<file path="src/design/fspr_pkg.sv">
// Functional notes
// - Resume is opcode D0h; extra bytes ignored.
// - Resume at select rise, clear suspend flag.
// - Report busy while resumed operation runs.
// - Program resumes before erase; resume again.
// - Suspend ignored while resume still settling.
// - Host waits resume time before suspending.
// - Reset clears software protection enable.
// - 3D 2A 7F A9 then select rise enables.
// - 3D 2A 7F 9A then select rise disables.
// - Enabled protection blocks marked sectors.
// - Asserted pin blocks marked sectors, table.
// - Pin asserts protection; release drops it unless software enabled.
// - Software enable survives pin release.
// - Disable ignored while pin asserted.
// - Pin protects sectors and table; status shows state.
// - Pin input filtered against glitches.
// - Table byte FFh marks sector protected.
// - Suspend flags set while suspended, both possible.
package fspr_pkg;

  // ==========================================================================
  // Link opcodes
  localparam logic [7:0] OP_RESUME    = 8'hd0;
  localparam logic [7:0] OP_STATUS    = 8'hd7;
  localparam logic [7:0] SEQ_B0       = 8'h3d;
  localparam logic [7:0] SEQ_B1       = 8'h2a;
  localparam logic [7:0] SEQ_B2       = 8'h7f;
  localparam logic [7:0] SEQ_ENABLE   = 8'ha9;
  localparam logic [7:0] SEQ_DISABLE  = 8'h9a;
  localparam logic [7:0] TBL_PROTECT  = 8'hff;
  localparam int         SEQ_BYTES    = 4;

  // ==========================================================================
  // Status byte bit positions
  localparam int ST_RDY   = 7;
  localparam int ST_ES    = 6;
  localparam int ST_PSA   = 5;
  localparam int ST_PSB   = 4;
  localparam int ST_PROT  = 1;
  localparam int ST_RSM   = 0;

  // ==========================================================================
  // Suspend kinds from the array engine
  localparam logic [1:0] SUSP_PROG_A = 2'h0;
  localparam logic [1:0] SUSP_PROG_B = 2'h1;
  localparam logic [1:0] SUSP_ERASE  = 2'h2;

  // ==========================================================================
  // Timing
  localparam int CLK_MHZ          = 250;
  localparam int RESUME_TIME_NS   = 20000;
  localparam int WP_FILTER_NS     = 40;
  localparam int RESUME_CYC_DEF   = (RESUME_TIME_NS * CLK_MHZ) / 1000;
  localparam int WP_FILT_CYC_DEF  = (WP_FILTER_NS * CLK_MHZ) / 1000;
  localparam int SCK_HALF_DEF     = 8;
  localparam int GAP_TICKS        = 2;

  // ==========================================================================
  // Host register map and fields
  localparam logic [7:0] REG_CTRL     = 8'h00;
  localparam logic [7:0] REG_WPCTL    = 8'h04;
  localparam logic [7:0] REG_STATUS   = 8'h08;
  localparam logic [7:0] REG_IRQ_STAT = 8'h0c;
  localparam logic [7:0] REG_IRQ_CLR  = 8'h10;
  localparam logic [7:0] REG_IRQ_EN   = 8'h14;
  localparam logic [1:0] CMD_RESUME   = 2'h0;
  localparam logic [1:0] CMD_ENABLE   = 2'h1;
  localparam logic [1:0] CMD_DISABLE  = 2'h2;
  localparam logic [1:0] CMD_STATUS   = 2'h3;
  localparam int         IRQ_W        = 2;
  localparam int         IRQ_DONE     = 0;
  localparam int         IRQ_GUARD    = 1;
  localparam int         STR_BUSY     = 0;
  localparam int         STR_GUARD    = 1;
  localparam int         STR_BYTE_LSB = 8;

  typedef enum logic [1:0] {H_IDLE, H_SHIFT, H_GAP} fspr_host_st_t;

endpackage

</file>
<file path="src/design/fspr_link_if.sv">
`timescale 1ns/1ps
interface fspr_link_if;
  logic sck;
  logic cs_n;
  logic mosi;
  logic wp_n;
  logic miso_o;
  logic miso_oe;
  logic miso;

  // Undriven data line floats high through the pull-up
  assign miso = miso_oe ? miso_o : 1'b1;

  modport device (input sck, input cs_n, input mosi, input wp_n, output miso_o, output miso_oe);
  modport host   (output sck, output cs_n, output mosi, output wp_n, input miso);
endinterface

</file>
<file path="src/design/fspr_pin_filter.sv">
`timescale 1ns/1ps
module fspr_pin_filter #(
  parameter int   STABLE_CYC = 1,
  parameter logic RST_VAL    = 1'b1
) (
  // Clock and reset
  input  wire logic clk_sys,
  input  wire logic sys_rst,
  // Pin
  input  wire logic pin_in,
  output logic      pin_out
);

  localparam int CW = (STABLE_CYC > 1) ? $clog2(STABLE_CYC) : 1;

  logic          s1_ff;
  logic          s2_ff;
  logic          s3_ff;
  logic [CW-1:0] cnt_ff;

  // ==========================================================================
  // Synchroniser
  always_ff @(posedge clk_sys)
  begin
    if (sys_rst)
    begin
      s1_ff <= RST_VAL;
      s2_ff <= RST_VAL;
      s3_ff <= RST_VAL;
    end
    else
    begin
      s1_ff <= pin_in;
      s2_ff <= s1_ff;
      s3_ff <= s2_ff;
    end
  end

  // ==========================================================================
  // Stability filter: any disagreement restarts the count
  always_ff @(posedge clk_sys)
  begin
    if (sys_rst)
    begin
      cnt_ff  <= '0;
      pin_out <= RST_VAL;
    end
    else if (s2_ff != s3_ff || s3_ff == pin_out)
      cnt_ff <= '0;
    else if (cnt_ff == CW'(STABLE_CYC - 1))
    begin
      cnt_ff  <= '0;
      pin_out <= s3_ff;
    end
    else
      cnt_ff <= cnt_ff + 1'b1;
  end

endmodule // fspr_pin_filter

</file>
<file path="src/design/fspr_device.sv">
`timescale 1ns/1ps
module fspr_device
  import fspr_pkg::*;
#(
  parameter int RESUME_CYC  = RESUME_CYC_DEF,
  parameter int WP_FILT_CYC = WP_FILT_CYC_DEF
) (
  // Clock and reset
  input  wire logic       clk_sys,
  input  wire logic       sys_rst,
  // Serial link
  fspr_link_if.device     link,
  // Array engine
  input  wire logic       op_start,
  input  wire logic       op_done,
  input  wire logic       susp_req,
  input  wire logic [1:0] susp_kind,
  output logic            resume_prog,
  output logic            resume_erase,
  output logic            busy,
  output logic            resuming,
  // Suspend and protection state
  output logic            prog_suspend_flag_a,
  output logic            prog_suspend_flag_b,
  output logic            erase_suspend_flag,
  output logic            prot_en,
  // Access check
  input  wire logic       chk_valid,
  input  wire logic       chk_table,
  input  wire logic [7:0] chk_tbl_byte,
  output logic            chk_done,
  output logic            chk_deny
);

  localparam int RW = $clog2(RESUME_CYC + 1);

  logic          sck_f;
  logic          cs_n_f;
  logic          mosi_f;
  logic          wp_n_f;
  logic          sck_d_ff;
  logic          cs_n_d_ff;
  logic          sck_rise;
  logic          sck_fall;
  logic          cs_rise;
  logic          cs_fall;
  logic [7:0]    sr_ff;
  logic [7:0]    nxt_byte;
  logic [2:0]    bit_cnt_ff;
  logic [2:0]    byte_cnt_ff;
  logic          is_resume_ff;
  logic          is_status_ff;
  logic          seq_ok_ff;
  logic [7:0]    last_byte_ff;
  logic [7:0]    stat_sr_ff;
  logic [7:0]    status_byte;
  logic          seq_full;
  logic          resume_go;
  logic          susp_ok;
  logic          wp_act;
  logic          sw_en_ff;
  logic [RW-1:0] rsm_cnt_ff;

  // ==========================================================================
  // Pin conditioning
  fspr_pin_filter #(.STABLE_CYC(1), .RST_VAL(1'b0)) u_sck (
    .clk_sys (clk_sys), .sys_rst (sys_rst), .pin_in (link.sck), .pin_out (sck_f));
  fspr_pin_filter #(.STABLE_CYC(1), .RST_VAL(1'b1)) u_cs (
    .clk_sys (clk_sys), .sys_rst (sys_rst), .pin_in (link.cs_n), .pin_out (cs_n_f));
  fspr_pin_filter #(.STABLE_CYC(1), .RST_VAL(1'b0)) u_mosi (
    .clk_sys (clk_sys), .sys_rst (sys_rst), .pin_in (link.mosi), .pin_out (mosi_f));
  // Long filter rejects glitches on the protect pin
  fspr_pin_filter #(.STABLE_CYC(WP_FILT_CYC), .RST_VAL(1'b1)) u_wp (
    .clk_sys (clk_sys), .sys_rst (sys_rst), .pin_in (link.wp_n), .pin_out (wp_n_f));

  assign wp_act = ~wp_n_f;

  always_ff @(posedge clk_sys)
  begin
    if (sys_rst)
    begin
      sck_d_ff  <= 1'b0;
      cs_n_d_ff <= 1'b1;
    end
    else
    begin
      sck_d_ff  <= sck_f;
      cs_n_d_ff <= cs_n_f;
    end
  end

  assign sck_rise = sck_f & ~sck_d_ff & ~cs_n_f;
  assign sck_fall = ~sck_f & sck_d_ff & ~cs_n_d_ff;
  assign cs_rise  = cs_n_f & ~cs_n_d_ff;
  assign cs_fall  = ~cs_n_f & cs_n_d_ff;
  assign nxt_byte = {sr_ff[6:0], mosi_f};

  // ==========================================================================
  // Command receiver
  always_ff @(posedge clk_sys)
  begin
    if (sys_rst || cs_fall)
    begin
      sr_ff        <= '0;
      bit_cnt_ff   <= '0;
      byte_cnt_ff  <= '0;
      is_resume_ff <= 1'b0;
      is_status_ff <= 1'b0;
      seq_ok_ff    <= 1'b0;
      last_byte_ff <= '0;
    end
    else if (sck_rise)
    begin
      sr_ff      <= nxt_byte;
      bit_cnt_ff <= bit_cnt_ff + 1'b1;
      if (bit_cnt_ff == 3'h7)
      begin
        last_byte_ff <= nxt_byte;
        // Count saturates past the sequence length so overruns never match
        if (byte_cnt_ff <= 3'(SEQ_BYTES))
          byte_cnt_ff <= byte_cnt_ff + 1'b1;
        unique case (byte_cnt_ff)
          3'h0:
          begin
            is_resume_ff <= (nxt_byte == OP_RESUME);
            is_status_ff <= (nxt_byte == OP_STATUS);
            seq_ok_ff    <= (nxt_byte == SEQ_B0);
          end
          3'h1:    seq_ok_ff <= seq_ok_ff & (nxt_byte == SEQ_B1);
          3'h2:    seq_ok_ff <= seq_ok_ff & (nxt_byte == SEQ_B2);
          default: ;
        endcase
      end
    end
  end

  // Exactly four whole bytes, nothing partial after them
  assign seq_full = seq_ok_ff && byte_cnt_ff == 3'(SEQ_BYTES) && bit_cnt_ff == 3'h0;

  // ==========================================================================
  // Status read-out
  always_comb
  begin
    status_byte          = '0;
    status_byte[ST_RDY]  = ~busy;
    status_byte[ST_ES]   = erase_suspend_flag;
    status_byte[ST_PSA]  = prog_suspend_flag_a;
    status_byte[ST_PSB]  = prog_suspend_flag_b;
    status_byte[ST_PROT] = prot_en;
    status_byte[ST_RSM]  = resuming;
  end

  always_ff @(posedge clk_sys)
  begin
    if (sys_rst)
    begin
      stat_sr_ff   <= '0;
      link.miso_o  <= 1'b1;
      link.miso_oe <= 1'b0;
    end
    else
    begin
      link.miso_oe <= ~cs_n_f;
      if (sck_rise && bit_cnt_ff == 3'h7 && byte_cnt_ff == 3'h0)
        stat_sr_ff <= status_byte;
      else if (sck_fall && is_status_ff)
      begin
        link.miso_o <= stat_sr_ff[7];
        stat_sr_ff  <= {stat_sr_ff[6:0], stat_sr_ff[7]};
      end
    end
  end

  // ==========================================================================
  // Resume and suspend
  assign resume_go = cs_rise & is_resume_ff & ~busy
                   & (prog_suspend_flag_a | prog_suspend_flag_b | erase_suspend_flag);
  // Suspend only lands on a running operation that has finished resuming
  assign susp_ok   = susp_req & busy & ~resuming;

  always_ff @(posedge clk_sys)
  begin
    if (sys_rst)
    begin
      prog_suspend_flag_a <= 1'b0;
      prog_suspend_flag_b <= 1'b0;
      erase_suspend_flag  <= 1'b0;
    end
    else if (resume_go)
    begin
      if (prog_suspend_flag_a)
        prog_suspend_flag_a <= 1'b0;
      else if (prog_suspend_flag_b)
        prog_suspend_flag_b <= 1'b0;
      else
        erase_suspend_flag <= 1'b0;
    end
    else if (susp_ok)
    begin
      unique case (susp_kind)
        SUSP_PROG_A: prog_suspend_flag_a <= 1'b1;
        SUSP_PROG_B: prog_suspend_flag_b <= 1'b1;
        SUSP_ERASE:  erase_suspend_flag  <= 1'b1;
        default:     ;
      endcase
    end
  end

  always_ff @(posedge clk_sys)
  begin
    if (sys_rst)
      busy <= 1'b0;
    else if (resume_go || op_start)
      busy <= 1'b1;
    else if (op_done || susp_ok)
      busy <= 1'b0;
  end

  always_ff @(posedge clk_sys)
  begin
    if (sys_rst)
    begin
      resuming   <= 1'b0;
      rsm_cnt_ff <= '0;
    end
    else if (resume_go)
    begin
      resuming   <= 1'b1;
      rsm_cnt_ff <= RW'(RESUME_CYC - 1);
    end
    else if (resuming)
    begin
      if (rsm_cnt_ff == '0)
        resuming <= 1'b0;
      else
        rsm_cnt_ff <= rsm_cnt_ff - 1'b1;
    end
  end

  always_ff @(posedge clk_sys)
  begin
    if (sys_rst)
    begin
      resume_prog  <= 1'b0;
      resume_erase <= 1'b0;
    end
    else
    begin
      resume_prog  <= resume_go & (prog_suspend_flag_a | prog_suspend_flag_b);
      resume_erase <= resume_go & ~(prog_suspend_flag_a | prog_suspend_flag_b);
    end
  end

  // ==========================================================================
  // Sector protection
  always_ff @(posedge clk_sys)
  begin
    if (sys_rst)
      sw_en_ff <= 1'b0;
    else if (cs_rise && seq_full && last_byte_ff == SEQ_ENABLE)
      sw_en_ff <= 1'b1;
    else if (cs_rise && seq_full && last_byte_ff == SEQ_DISABLE && !wp_act)
      sw_en_ff <= 1'b0;
  end

  always_ff @(posedge clk_sys)
  begin
    if (sys_rst)
      prot_en <= 1'b0;
    else
      prot_en <= sw_en_ff | wp_act;
  end

  always_ff @(posedge clk_sys)
  begin
    if (sys_rst)
    begin
      chk_done <= 1'b0;
      chk_deny <= 1'b0;
    end
    else
    begin
      chk_done <= chk_valid;
      // Table itself is guarded by the pin alone
      if (chk_table)
        chk_deny <= chk_valid & wp_act;
      else
        chk_deny <= chk_valid & prot_en & (chk_tbl_byte == TBL_PROTECT);
    end
  end

endmodule // fspr_device

</file>
<file path="src/flat_wrapper.sv">
// flat-port wrapper written by rule: the top's interface ports become plain ports
module fspr_device_flat import fspr_pkg::*;
#(
  parameter int RESUME_CYC  = RESUME_CYC_DEF,
  parameter int WP_FILT_CYC = WP_FILT_CYC_DEF
)
  (clk_sys, sys_rst, op_start, op_done, susp_req, susp_kind, resume_prog, resume_erase, busy, resuming, prog_suspend_flag_a, prog_suspend_flag_b, erase_suspend_flag, prot_en, chk_valid, chk_table, chk_tbl_byte, chk_done, chk_deny, link_sck, link_cs_n, link_mosi, link_wp_n, link_miso_o, link_miso_oe);
  fspr_link_if link_i ();
  input  wire logic clk_sys;
  input  wire logic sys_rst;
  input  wire logic op_start;
  input  wire logic op_done;
  input  wire logic susp_req;
  input  wire logic [1:0] susp_kind;
  output logic resume_prog;
  output logic resume_erase;
  output logic busy;
  output logic resuming;
  output logic prog_suspend_flag_a;
  output logic prog_suspend_flag_b;
  output logic erase_suspend_flag;
  output logic prot_en;
  input  wire logic chk_valid;
  input  wire logic chk_table;
  input  wire logic [7:0] chk_tbl_byte;
  output logic chk_done;
  output logic chk_deny;
  input wire logic [$bits(link_i.sck)-1:0] link_sck;
  input wire logic [$bits(link_i.cs_n)-1:0] link_cs_n;
  input wire logic [$bits(link_i.mosi)-1:0] link_mosi;
  input wire logic [$bits(link_i.wp_n)-1:0] link_wp_n;
  output wire logic [$bits(link_i.miso_o)-1:0] link_miso_o;
  output wire logic [$bits(link_i.miso_oe)-1:0] link_miso_oe;
  assign link_i.sck = link_sck;
  assign link_i.cs_n = link_cs_n;
  assign link_i.mosi = link_mosi;
  assign link_i.wp_n = link_wp_n;
  assign link_miso_o = link_i.miso_o;
  assign link_miso_oe = link_i.miso_oe;
  fspr_device #(.RESUME_CYC(RESUME_CYC), .WP_FILT_CYC(WP_FILT_CYC)) u_core (.clk_sys(clk_sys), .sys_rst(sys_rst), .link(link_i), .op_start(op_start), .op_done(op_done), .susp_req(susp_req), .susp_kind(susp_kind), .resume_prog(resume_prog), .resume_erase(resume_erase), .busy(busy), .resuming(resuming), .prog_suspend_flag_a(prog_suspend_flag_a), .prog_suspend_flag_b(prog_suspend_flag_b), .erase_suspend_flag(erase_suspend_flag), .prot_en(prot_en), .chk_valid(chk_valid), .chk_table(chk_table), .chk_tbl_byte(chk_tbl_byte), .chk_done(chk_done), .chk_deny(chk_deny));
endmodule
</file>
<file path="config.mk">
export PLATFORM = sky130hd
export DESIGN_NAME = fspr_device_flat
export DESIGN_NICKNAME = d
export VERILOG_FILES = /design/src/design/fspr_pkg.sv /design/src/design/fspr_link_if.sv /design/src/design/fspr_pin_filter.sv /design/src/design/fspr_device.sv /design/src/flat_wrapper.sv
export SDC_FILE = /design/constraint.sdc
export NUM_CORES = 1
export LEC_CHECK = 0
export BUFFER_PORTS_ARGS = -buffer_cell sky130_fd_sc_hd__buf_2
export CORE_UTILIZATION = 45
export CTS_BUF_LIST = sky130_fd_sc_hd__clkbuf_2 sky130_fd_sc_hd__clkbuf_4 sky130_fd_sc_hd__clkbuf_8
export CTS_CLUSTER_SIZE = 8
export DETAILED_ROUTE_END_ITERATION = 6
export PLACE_DENSITY = 0.7
export SLEW_MARGIN = 30
export SYNTH_ARGS = -nofsm -noshare
export SYNTH_HDL_FRONTEND = slang
export SYNTH_SLANG_ARGS = --single-unit
</file>
<file path="constraint.sdc">
create_clock -name clk_sys -period 4.6 [get_ports clk_sys]
set_clock_uncertainty 0.05 [all_clocks]
set_input_delay 0.69 -clock clk_sys [delete_from_list [all_inputs] [get_ports clk_sys]]
set_output_delay 0.69 -clock clk_sys [all_outputs]
set_load 0.05 [all_outputs]
</file>
==> out/metrics.yaml, run 1 <==
hold_path:
  min_path_type: "flop to flop"
global_route:
  grt_overflow: 0
  grt_max_degree: 47
  track_usage: 0.174
  antenna_found_initial: 0
  grt_pass1_vias: 2386
  grt_pass1_wl_mm: 10.5
layout:
  nNetsFinal: 430
  syn_to_final_growth_pct: 14.3
  design_area_um2: 3830
  final_common_cell: "dfxtp_1"
  antenna_cells: 0
  drive_gt1_frac: 0.151
  final_cell_mix: "dfxtp_1, a21oi_1, nor2_1, buf_2, nand2_1"
  n_fill_cell: 690
  utilization: 0.531
  multi_input_area_um2: 1590
  layout.area.seq_um2: 1660
  stdcell_count: 503
worst_setup_path:
  cp-start-kind: "flop"
  crit_slowest_cell: "or4b_1"
  crit_type: "flop to flop"
  crit_path_end_kind: "flop"
  crit_fanout: 8
  critPathTopFamily: "compound AO/OA/AOI/OAI gates"
  slowest_delay_ns: 0.59
  crit_buf_inv: 1
  arrival_ns: 2.59
  required_ns: 4.82
  cp_cell_sequence: "inv_1, ha_1, or4b_1, o41ai_4, mux2_1, a21oi_1"
clock_tree:
  cts_setup_buffers: 0
  cts_inserted_buffers: 9
  cts_tree: "built"
  cts_root_buf: "clkbuf_8"
  clk_path_buf_depth: 2
  cts_num_sinks: 83
  h-tree-depth: 3
  cts_resized: 0
  cts.clk_slew.worst_paths_ns: 0.08
  clock_latency_ns: 0.34
  ctsHoldBuffers: 0
drt:
  wl_per_cell_um: 12.4
  drc_errors: 0
  wirelength_mm: 6.26
  drt-initial-drc-count: 104
  drtAntennaViolNets: 0
  vias_per_cell: 5.21
  first_pass_iters: 4
  vias: 2619
pwr:
  p_comb_frac: 0.028
  peakVddDrop_mv: 0.152
  p_clk_frac: 0.418
  sequentialPowerShare: 0.554
  power.internal_mw: 1.04
  powerDensity_nw_per_um2: 344
  sw_frac_of_total: 0.210
  leakagePower_nw: 1.43
  p_switching_mw: 0.277
timing:
  slew_viol_final: 0
  setup_viol: 0
  worst_pin_slew_ns: 0.952
  relSlewSlack: 0.362
  hold_viol_final: 0
  min_period_over_period: 0.515
  fmax_ghz: 0.422
  rsz0062_at_grt: "no"
  timing.setup.tns_ns: 0
  period_needed_ns: 2.37
yosys:
  synth_compound_area_frac: 0.150
  synthCells: 366
  syn_area_um2: 3350
  synth_top_family_by_area: "simple AND/OR/NAND/NOR gates"
  synth_cell_types: 49
  synth_seq_cells: 83
  yosysSeqAreaShare: 0.496
  ys_async_sr_fraction: 0
  synth_xor_area_frac: 0.0183
  synth_top_flop_cell: "dfxtp_1"
  synth-edff-count: 0
  yosysWarnings: 0
  muxShareOfSynthArea: 0.0362
  synth_area_per_cell_um2: 9.15
  synth-simple-area-share: 0.227
  synthAdderAreaFrac: 0.0373
die:
  die_h_um: 88.3
  core_area_um2: 7210
  boundaryPins: 33
  rows: 31
  die_area_um2: 7800
  start_util: 0.464
  die_w_um: 88.3
placement:
  placed_area_um2: 3610
  dp_cells: 487
  hpwlAfterDp_mm: 4.35
  portBuffers: 32
  routabilityCongestion: 0.812
status:
  status: "completed"
run:
  maxCapViolations: 0
worst reg2reg max path, stage by stage (launching register included):
cell and delay (ns):
dfxtp_1 0.31, inv_1 0.08, ha_1 0.21, or4b_1 0.59
o41ai_4 0.54, mux2_1 0.37, a21oi_1 0.14
layer usage:
| layer | routed length (um) | GRT usage |
|---|---|---|
| met3 | 248 | 0.0476 |
| met1 | 2990 | 0.211 |
| met5 | 0 | 0 |
| met4 | 97 | 0.0704 |
| met2 | 2930 | 0.292 |
per-stage QoR:
stage | setup WS, ns | hold slack, ns | power (mW)
finish | 2.23 | 0.356 | 1.32
global route | 2.09 | 0.380 | 1.36
CTS | 2.24 | 0.356 | 1.33
detailed placement | 2.25 | 0.345 | 0.783
global placement | 2.34 | 0.346 | 0.783
floorplan | 2.44 | 0.339 | 0.769
cell usage after synthesis, types with 5 or more instances:
| master | number | share of area |
|---|---|---|
| or4_1 | 6 | 0.013 |
| a21oi_1 | 40 | 0.060 |
| inv_1 | 15 | 0.017 |
| nand3_1 | 7 | 0.010 |
| nor3_1 | 11 | 0.016 |
| clkbuf_1 | 9 | 0.010 |
| o31ai_1 | 6 | 0.013 |
| mux2i_1 | 11 | 0.033 |
| nand2b_1 | 7 | 0.013 |
| nand2_1 | 31 | 0.035 |
| or2_2 | 7 | 0.013 |
| nor2_1 | 34 | 0.038 |
| dfxtp_1 | 83 | 0.50 |
| ha_1 | 10 | 0.037 |
| o21ai_0 | 10 | 0.015 |
| nor2b_1 | 12 | 0.022 |
| a22oi_1 | 5 | 0.011 |
power by group through the flow:
stage | registers (mW) | clock network (mW) | logic [mW]
after floorplan | 0.751 | 0 | 0.0175
after global placement | 0.747 | 0 | 0.0360
after detailed placement | 0.747 | 0 | 0.0367
after CTS | 0.730 | 0.563 | 0.0367
after global routing | 0.731 | 0.593 | 0.0403
final | 0.730 | 0.551 | 0.0364
logic make-up after synthesis:
kind of cell | Yosys count
buf+inv | 30
fa+ha+maj | 10
mux | 12
simple gates | 143
xor+xnor | 7
flops | 83
other cells | 1
compound gates | 80
registers in the layout, indices dropped and copies added, names as in the netlist, 3 cells and up:
name,cells
u_core.stat_sr_ff,8
u_core.bit_cnt_ff,3
u_core.byte_cnt_ff,3
u_core.last_byte_ff,8
u_core.u_wp.cnt_ff,4
u_core.sr_ff,7
u_core.rsm_cnt_ff,13
final timing paths:
path                                          start                           endpoint  slack, ns  cells past startpoint
setup / recovery  u_core.rsm_cnt_ff[0]$_SDFFE_PP0P_  u_core.rsm_cnt_ff[1]$_SDFFE_PP0P_       2.23                      6
hold / removal         u_core.u_cs.s1_ff$_SDFF_PP1_       u_core.u_cs.s2_ff$_SDFF_PP1_       0.36                      1
setup reg to reg  u_core.rsm_cnt_ff[0]$_SDFFE_PP0P_  u_core.rsm_cnt_ff[1]$_SDFFE_PP0P_       2.23                      6
hold reg to reg        u_core.u_cs.s1_ff$_SDFF_PP1_       u_core.u_cs.s2_ff$_SDFF_PP1_       0.36                      1
layout make-up:
cell class | count | area share
timing repair buffer | 35 | 0.0477
multi-input combinational | 255 | 0.414
tap | 99 | 0.0324
clock inverter | 3 | 0.0118
inverter | 15 | 0.0147
clock buffer | 13 | 0.0451
sequential | 83 | 0.434
Power figures use the tool's default switching activity.
==> run 2, diff against run 1 <==
--- a/config.mk
+++ b/config.mk
@@ -5,6 +5,7 @@
 export SDC_FILE = /design/constraint.sdc
 export NUM_CORES = 1
 export LEC_CHECK = 0
+export ABC_AREA = 1
 export BUFFER_PORTS_ARGS = -buffer_cell sky130_fd_sc_hd__buf_2
 export CORE_UTILIZATION = 45
 export CTS_BUF_LIST = sky130_fd_sc_hd__clkbuf_2 sky130_fd_sc_hd__clkbuf_4 sky130_fd_sc_hd__clkbuf_8
==> constraint.sdc (replaced) <==
create_clock -name clk_sys -period 2.2 [get_ports clk_sys]
set_clock_uncertainty 0.05 [all_clocks]
set_input_delay 0.33 -clock clk_sys [delete_from_list [all_inputs] [get_ports clk_sys]]
set_output_delay 0.33 -clock clk_sys [all_outputs]
set_load 0.05 [all_outputs]
==> run 2 against run 1 <==
  * Routed wire length increased by 10%
  * Combinational power increased to 2.7 times the previous value
  * Die area grew 4.6%
  * Via count is 12% higher
  * Sequential power up 110%
  * Final cell count up 18%
  * Critical path type unchanged
  * Count of clock-buffer cells in the layout fell by 4
  * Global-route usage up 0.96 points
  * Sequential cell count did not move
  * Critical endpoint is now u_core.rsm_cnt_ff[4]$_SDFFE_PP0P_
  * Design area increased by 3.9%
==> out/metrics.yaml, run 2 <==
status:
  status: "completed"  # unchanged
yosys:
  synth_commonest_cells: "dfxtp_1, nand2_1, inv_1"  # was dfxtp_1, a21oi_1, nor2_1
  yosysWarnings: 0  # unchanged
  yosysSeqAreaShare: 0.474  # was 0.496
  synth_top_flop_cell: "dfxtp_1"  # unchanged
  ys_top_cells_by_area: "dfxtp_1, nand2_1, inv_1"  # was dfxtp_1, a21oi_1, nor2_1
  syn_area_um2: 3510  # was 3350 um2
  synth_seq_cells: 83  # unchanged
  synth_cell_types: 41  # was 49
  yosysMostFrequentCell: "dfxtp_1"  # unchanged
  synth_area_leader_cell: "dfxtp_1"  # unchanged
  synth_top_area_share: 0.474  # was 0.496
  synth-edff-count: 0  # unchanged
  synth_area_per_cell_um2: 7.80  # was 9.15 um2
  synthCells: 450  # was 366
  ys_async_sr_fraction: 0  # unchanged
timing:
  min_period_over_period: 0.805  # was 0.515
  period_needed_ns: 1.77  # was 2.37 ns
  timing.setup.tns_ns: 0  # unchanged
  hold_viol_final: 0  # unchanged
  worst_pin_slew_ns: 0.520  # was 0.952 ns
  rsz0062_at_grt: "no"  # unchanged
  setup_viol: 0  # unchanged
  slew_viol_final: 0  # unchanged
  fmax_ghz: 0.564  # was 0.422 GHz
  relSlewSlack: 0.650  # was 0.362
global_route:
  track_usage: 0.183  # was 0.174
  grt_pass1_wl_mm: 12.2  # was 10.5 mm
  grt_max_degree: 26  # was 47
  antenna_found_initial: 0  # unchanged
  grt_overflow: 0  # unchanged
  grt_pass1_vias: 2745  # was 2386
worst_setup_path:
  reg2reg_to: "u_core.rsm_cnt_ff[4]$_SDFFE_PP0P_"  # was u_core.rsm_cnt_ff[1]$_SDFFE_PP0P_
  cp-start-kind: "flop"  # unchanged
  crit_path_end_kind: "flop"  # unchanged
  ff2ff_path_depth: 10  # was 6
  required_ns: 2.44  # was 4.82 ns
  crit_fanout: 12  # was 8
  arrival_ns: 2.01  # was 2.59 ns
  rrSetupSlack_ns: 0.43  # was 2.23 ns
  crit_type: "flop to flop"  # unchanged
  r2r_start: "u_core.rsm_cnt_ff[0]$_SDFFE_PP0P_"  # unchanged
clock_tree:
  cts_num_sinks: 83  # unchanged
  ctsHoldBuffers: 0  # unchanged
  cts_root_buf: "clkbuf_8"  # unchanged
  h-tree-depth: 3  # unchanged
  cts_inserted_buffers: 9  # unchanged
  clk_path_buf_depth: 2  # unchanged
  cts_tree: "built"  # unchanged
  clock_latency_ns: 0.36  # was 0.34 ns
  cts.clk_slew.worst_paths_ns: 0.09  # was 0.08 ns
  cts_resized: 0  # unchanged
  cts_setup_buffers: 0  # unchanged
placement:
  portBuffers: 32  # unchanged
  hpwlAfterDp_mm: 5.08  # was 4.35 mm
  dp_cells: 577  # was 487
  routabilityCongestion: 0.861  # was 0.812
layout:
  final_common_cell: "dfxtp_1"  # unchanged
  top_register: "u_core.rsm_cnt_ff"  # unchanged
  largest_reg_flops: 13  # unchanged
  top_regs: "u_core.rsm_cnt_ff x13, u_core.last_byte_ff x8, u_core.stat_sr_ff x8"  # unchanged
  syn_to_final_growth_pct: 13.4  # was 14.3%
  stdcell_count: 593  # was 503
  drive_gt1_frac: 0.146  # was 0.151
  antenna_cells: 0  # unchanged
  nNetsFinal: 520  # was 430
  final_cell_mix: "dfxtp_1, nand2_1, inv_1, nor2_1, a21oi_1"  # was dfxtp_1, a21oi_1, nor2_1, buf_2, nand2_1
drt:
  vias_per_cell: 4.95  # was 5.21
  drt-initial-drc-count: 114  # was 104
  first_pass_iters: 4  # unchanged
  wirelength_mm: 6.92  # was 6.26 mm
  vias: 2937  # was 2619
  wl_per_cell_um: 11.7  # was 12.4 um
  drc_errors: 0  # unchanged
  drtAntennaViolNets: 0  # unchanged
die:
  die_h_um: 90.3  # was 88.3 um
  core_area_um2: 7410  # was 7210 um2
  die_w_um: 90.3  # was 88.3 um
  boundaryPins: 33  # unchanged
  start_util: 0.474  # was 0.464
  die_area_um2: 8150  # was 7800 um2
  rows: 31  # unchanged
hold_path:
  hold_path_depth: 2  # was 1
  hold_path_end: "u_core.u_cs.s1_ff$_SDFF_PP1_"  # was u_core.u_cs.s2_ff$_SDFF_PP1_
  min_path_type: "input port to flop"  # was flop to flop
  worstHoldStart: "link_cs_n"  # was u_core.u_cs.s1_ff$_SDFF_PP1_
pwr:
  leakagePower_nw: 1.78  # was 1.43 nW
  power.internal_mw: 2.09  # was 1.04 mW
  p_clk_frac: 0.411  # was 0.418
  sw_frac_of_total: 0.240  # was 0.210
  sequentialPowerShare: 0.554  # about the same
  p_switching_mw: 0.662  # was 0.277 mW
  powerDensity_nw_per_um2: 693  # was 344 nW/um2
  peakVddDrop_mv: 0.550  # was 0.152 mV
  p_comb_frac: 0.035  # was 0.028
run:
  maxCapViolations: 0  # unchanged
run 2: cell types whose count changed after synthesis, sizes merged, moves of 7 or more:
cell,before,now
nand3,7,24
nand4,4,11
nand2,31,75
mux2i,11,0
nor2,34,57
o21ai,10,30
inv,15,64
nand2b,7,0
nor2b,12,0
run 2: cell families (layout without fill, tap and decap cells):
family | Yosys count | after routing | synth area share
and+or+nand+nor | 186 | 186 | 0.242
AOI/OAI and AO/OA | 89 | 89 | 0.145
DFF | 83 | 83 | 0.474
buffers and inverters | 75 | 117 | 0.0877
adders and majority gates | 10 | 10 | 0.0357
xor gates and xnor gates | 6 | 6 | 0.0150
other | 1 | 3 | 0.00107
run 2: layer usage:
metal / up-vias / wire (um) / GRT usage
met3: 10 / 232 / 0.0556
met2: 37 / 3310 / 0.314
met4: 0 / 55 / 0.0363
met5: - / 0 / 0
li1: 1540 / - / -
met1: 1350 / 3320 / 0.228
run 2: power groups by stage:
stage | logic (mW) | clock network (mW) | registers (mW)
CTS | 0.0973 | 1.17 | 1.53
floorplan | 0.0459 | 0 | 1.57
global placement | 0.0955 | 0 | 1.56
finish | 0.0967 | 1.13 | 1.53
global route | 0.108 | 1.23 | 1.53
detailed placement | 0.0970 | 0 | 1.56
run 2: layout make-up:
type,count,area (um2)
Inverter,65,249
Tap cell,99,124
Timing Repair Buffer,36,190
Fill cell,739,3430
Clock buffer,9,124
Clock inverter,7,83.8
Sequential cell,83,1660
Multi-Input combinational cell,294,1550
run 2: worst max-delay path by stage:
stage	endpoint	slack (ns)	startpoint	cells past startpoint
after detailed placement	u_core.rsm_cnt_ff[4]$_SDFFE_PP0P_	0.45	u_core.rsm_cnt_ff[0]$_SDFFE_PP0P_	10
after global placement	u_core.rsm_cnt_ff[4]$_SDFFE_PP0P_	0.50	u_core.rsm_cnt_ff[0]$_SDFFE_PP0P_	10
final	u_core.rsm_cnt_ff[4]$_SDFFE_PP0P_	0.43	u_core.rsm_cnt_ff[0]$_SDFFE_PP0P_	10
after CTS	u_core.rsm_cnt_ff[4]$_SDFFE_PP0P_	0.44	u_core.rsm_cnt_ff[0]$_SDFFE_PP0P_	10
after global routing	u_core.rsm_cnt_ff[4]$_SDFFE_PP0P_	0.21	u_core.rsm_cnt_ff[0]$_SDFFE_PP0P_	10
after floorplan	u_core.stat_sr_ff[0]$_SDFFE_PP0P_	0.69	u_core.byte_cnt_ff[0]$_SDFFE_PP0P_	9
run 2: metrics by stage:
step	setup slack (ns)	cell area, um2	total power, mW	utilization	hold WS (ns)
floorplan	0.690	3520	1.62	-	0.338
finish	0.428	3980	2.76	0.537	0.0958
detailed placement	0.453	3770	1.66	0.509	0.348
CTS	0.436	3980	2.79	0.537	0.0845
global placement	0.499	3770	1.66	0.509	0.342
global route	0.212	3980	2.87	0.537	0.0778
run 2: critical path, cell delays in order, from the launching register on:
cell and delay [ns]:
dfxtp_1 0.32, inv_1 0.11, ha_1 0.25, nand2_1 0.09, nor2_1 0.13, nand2_2 0.11, nand2_2 0.21, inv_1 0.17
nand3_1 0.10, nand2_1 0.05, a21oi_1 0.11
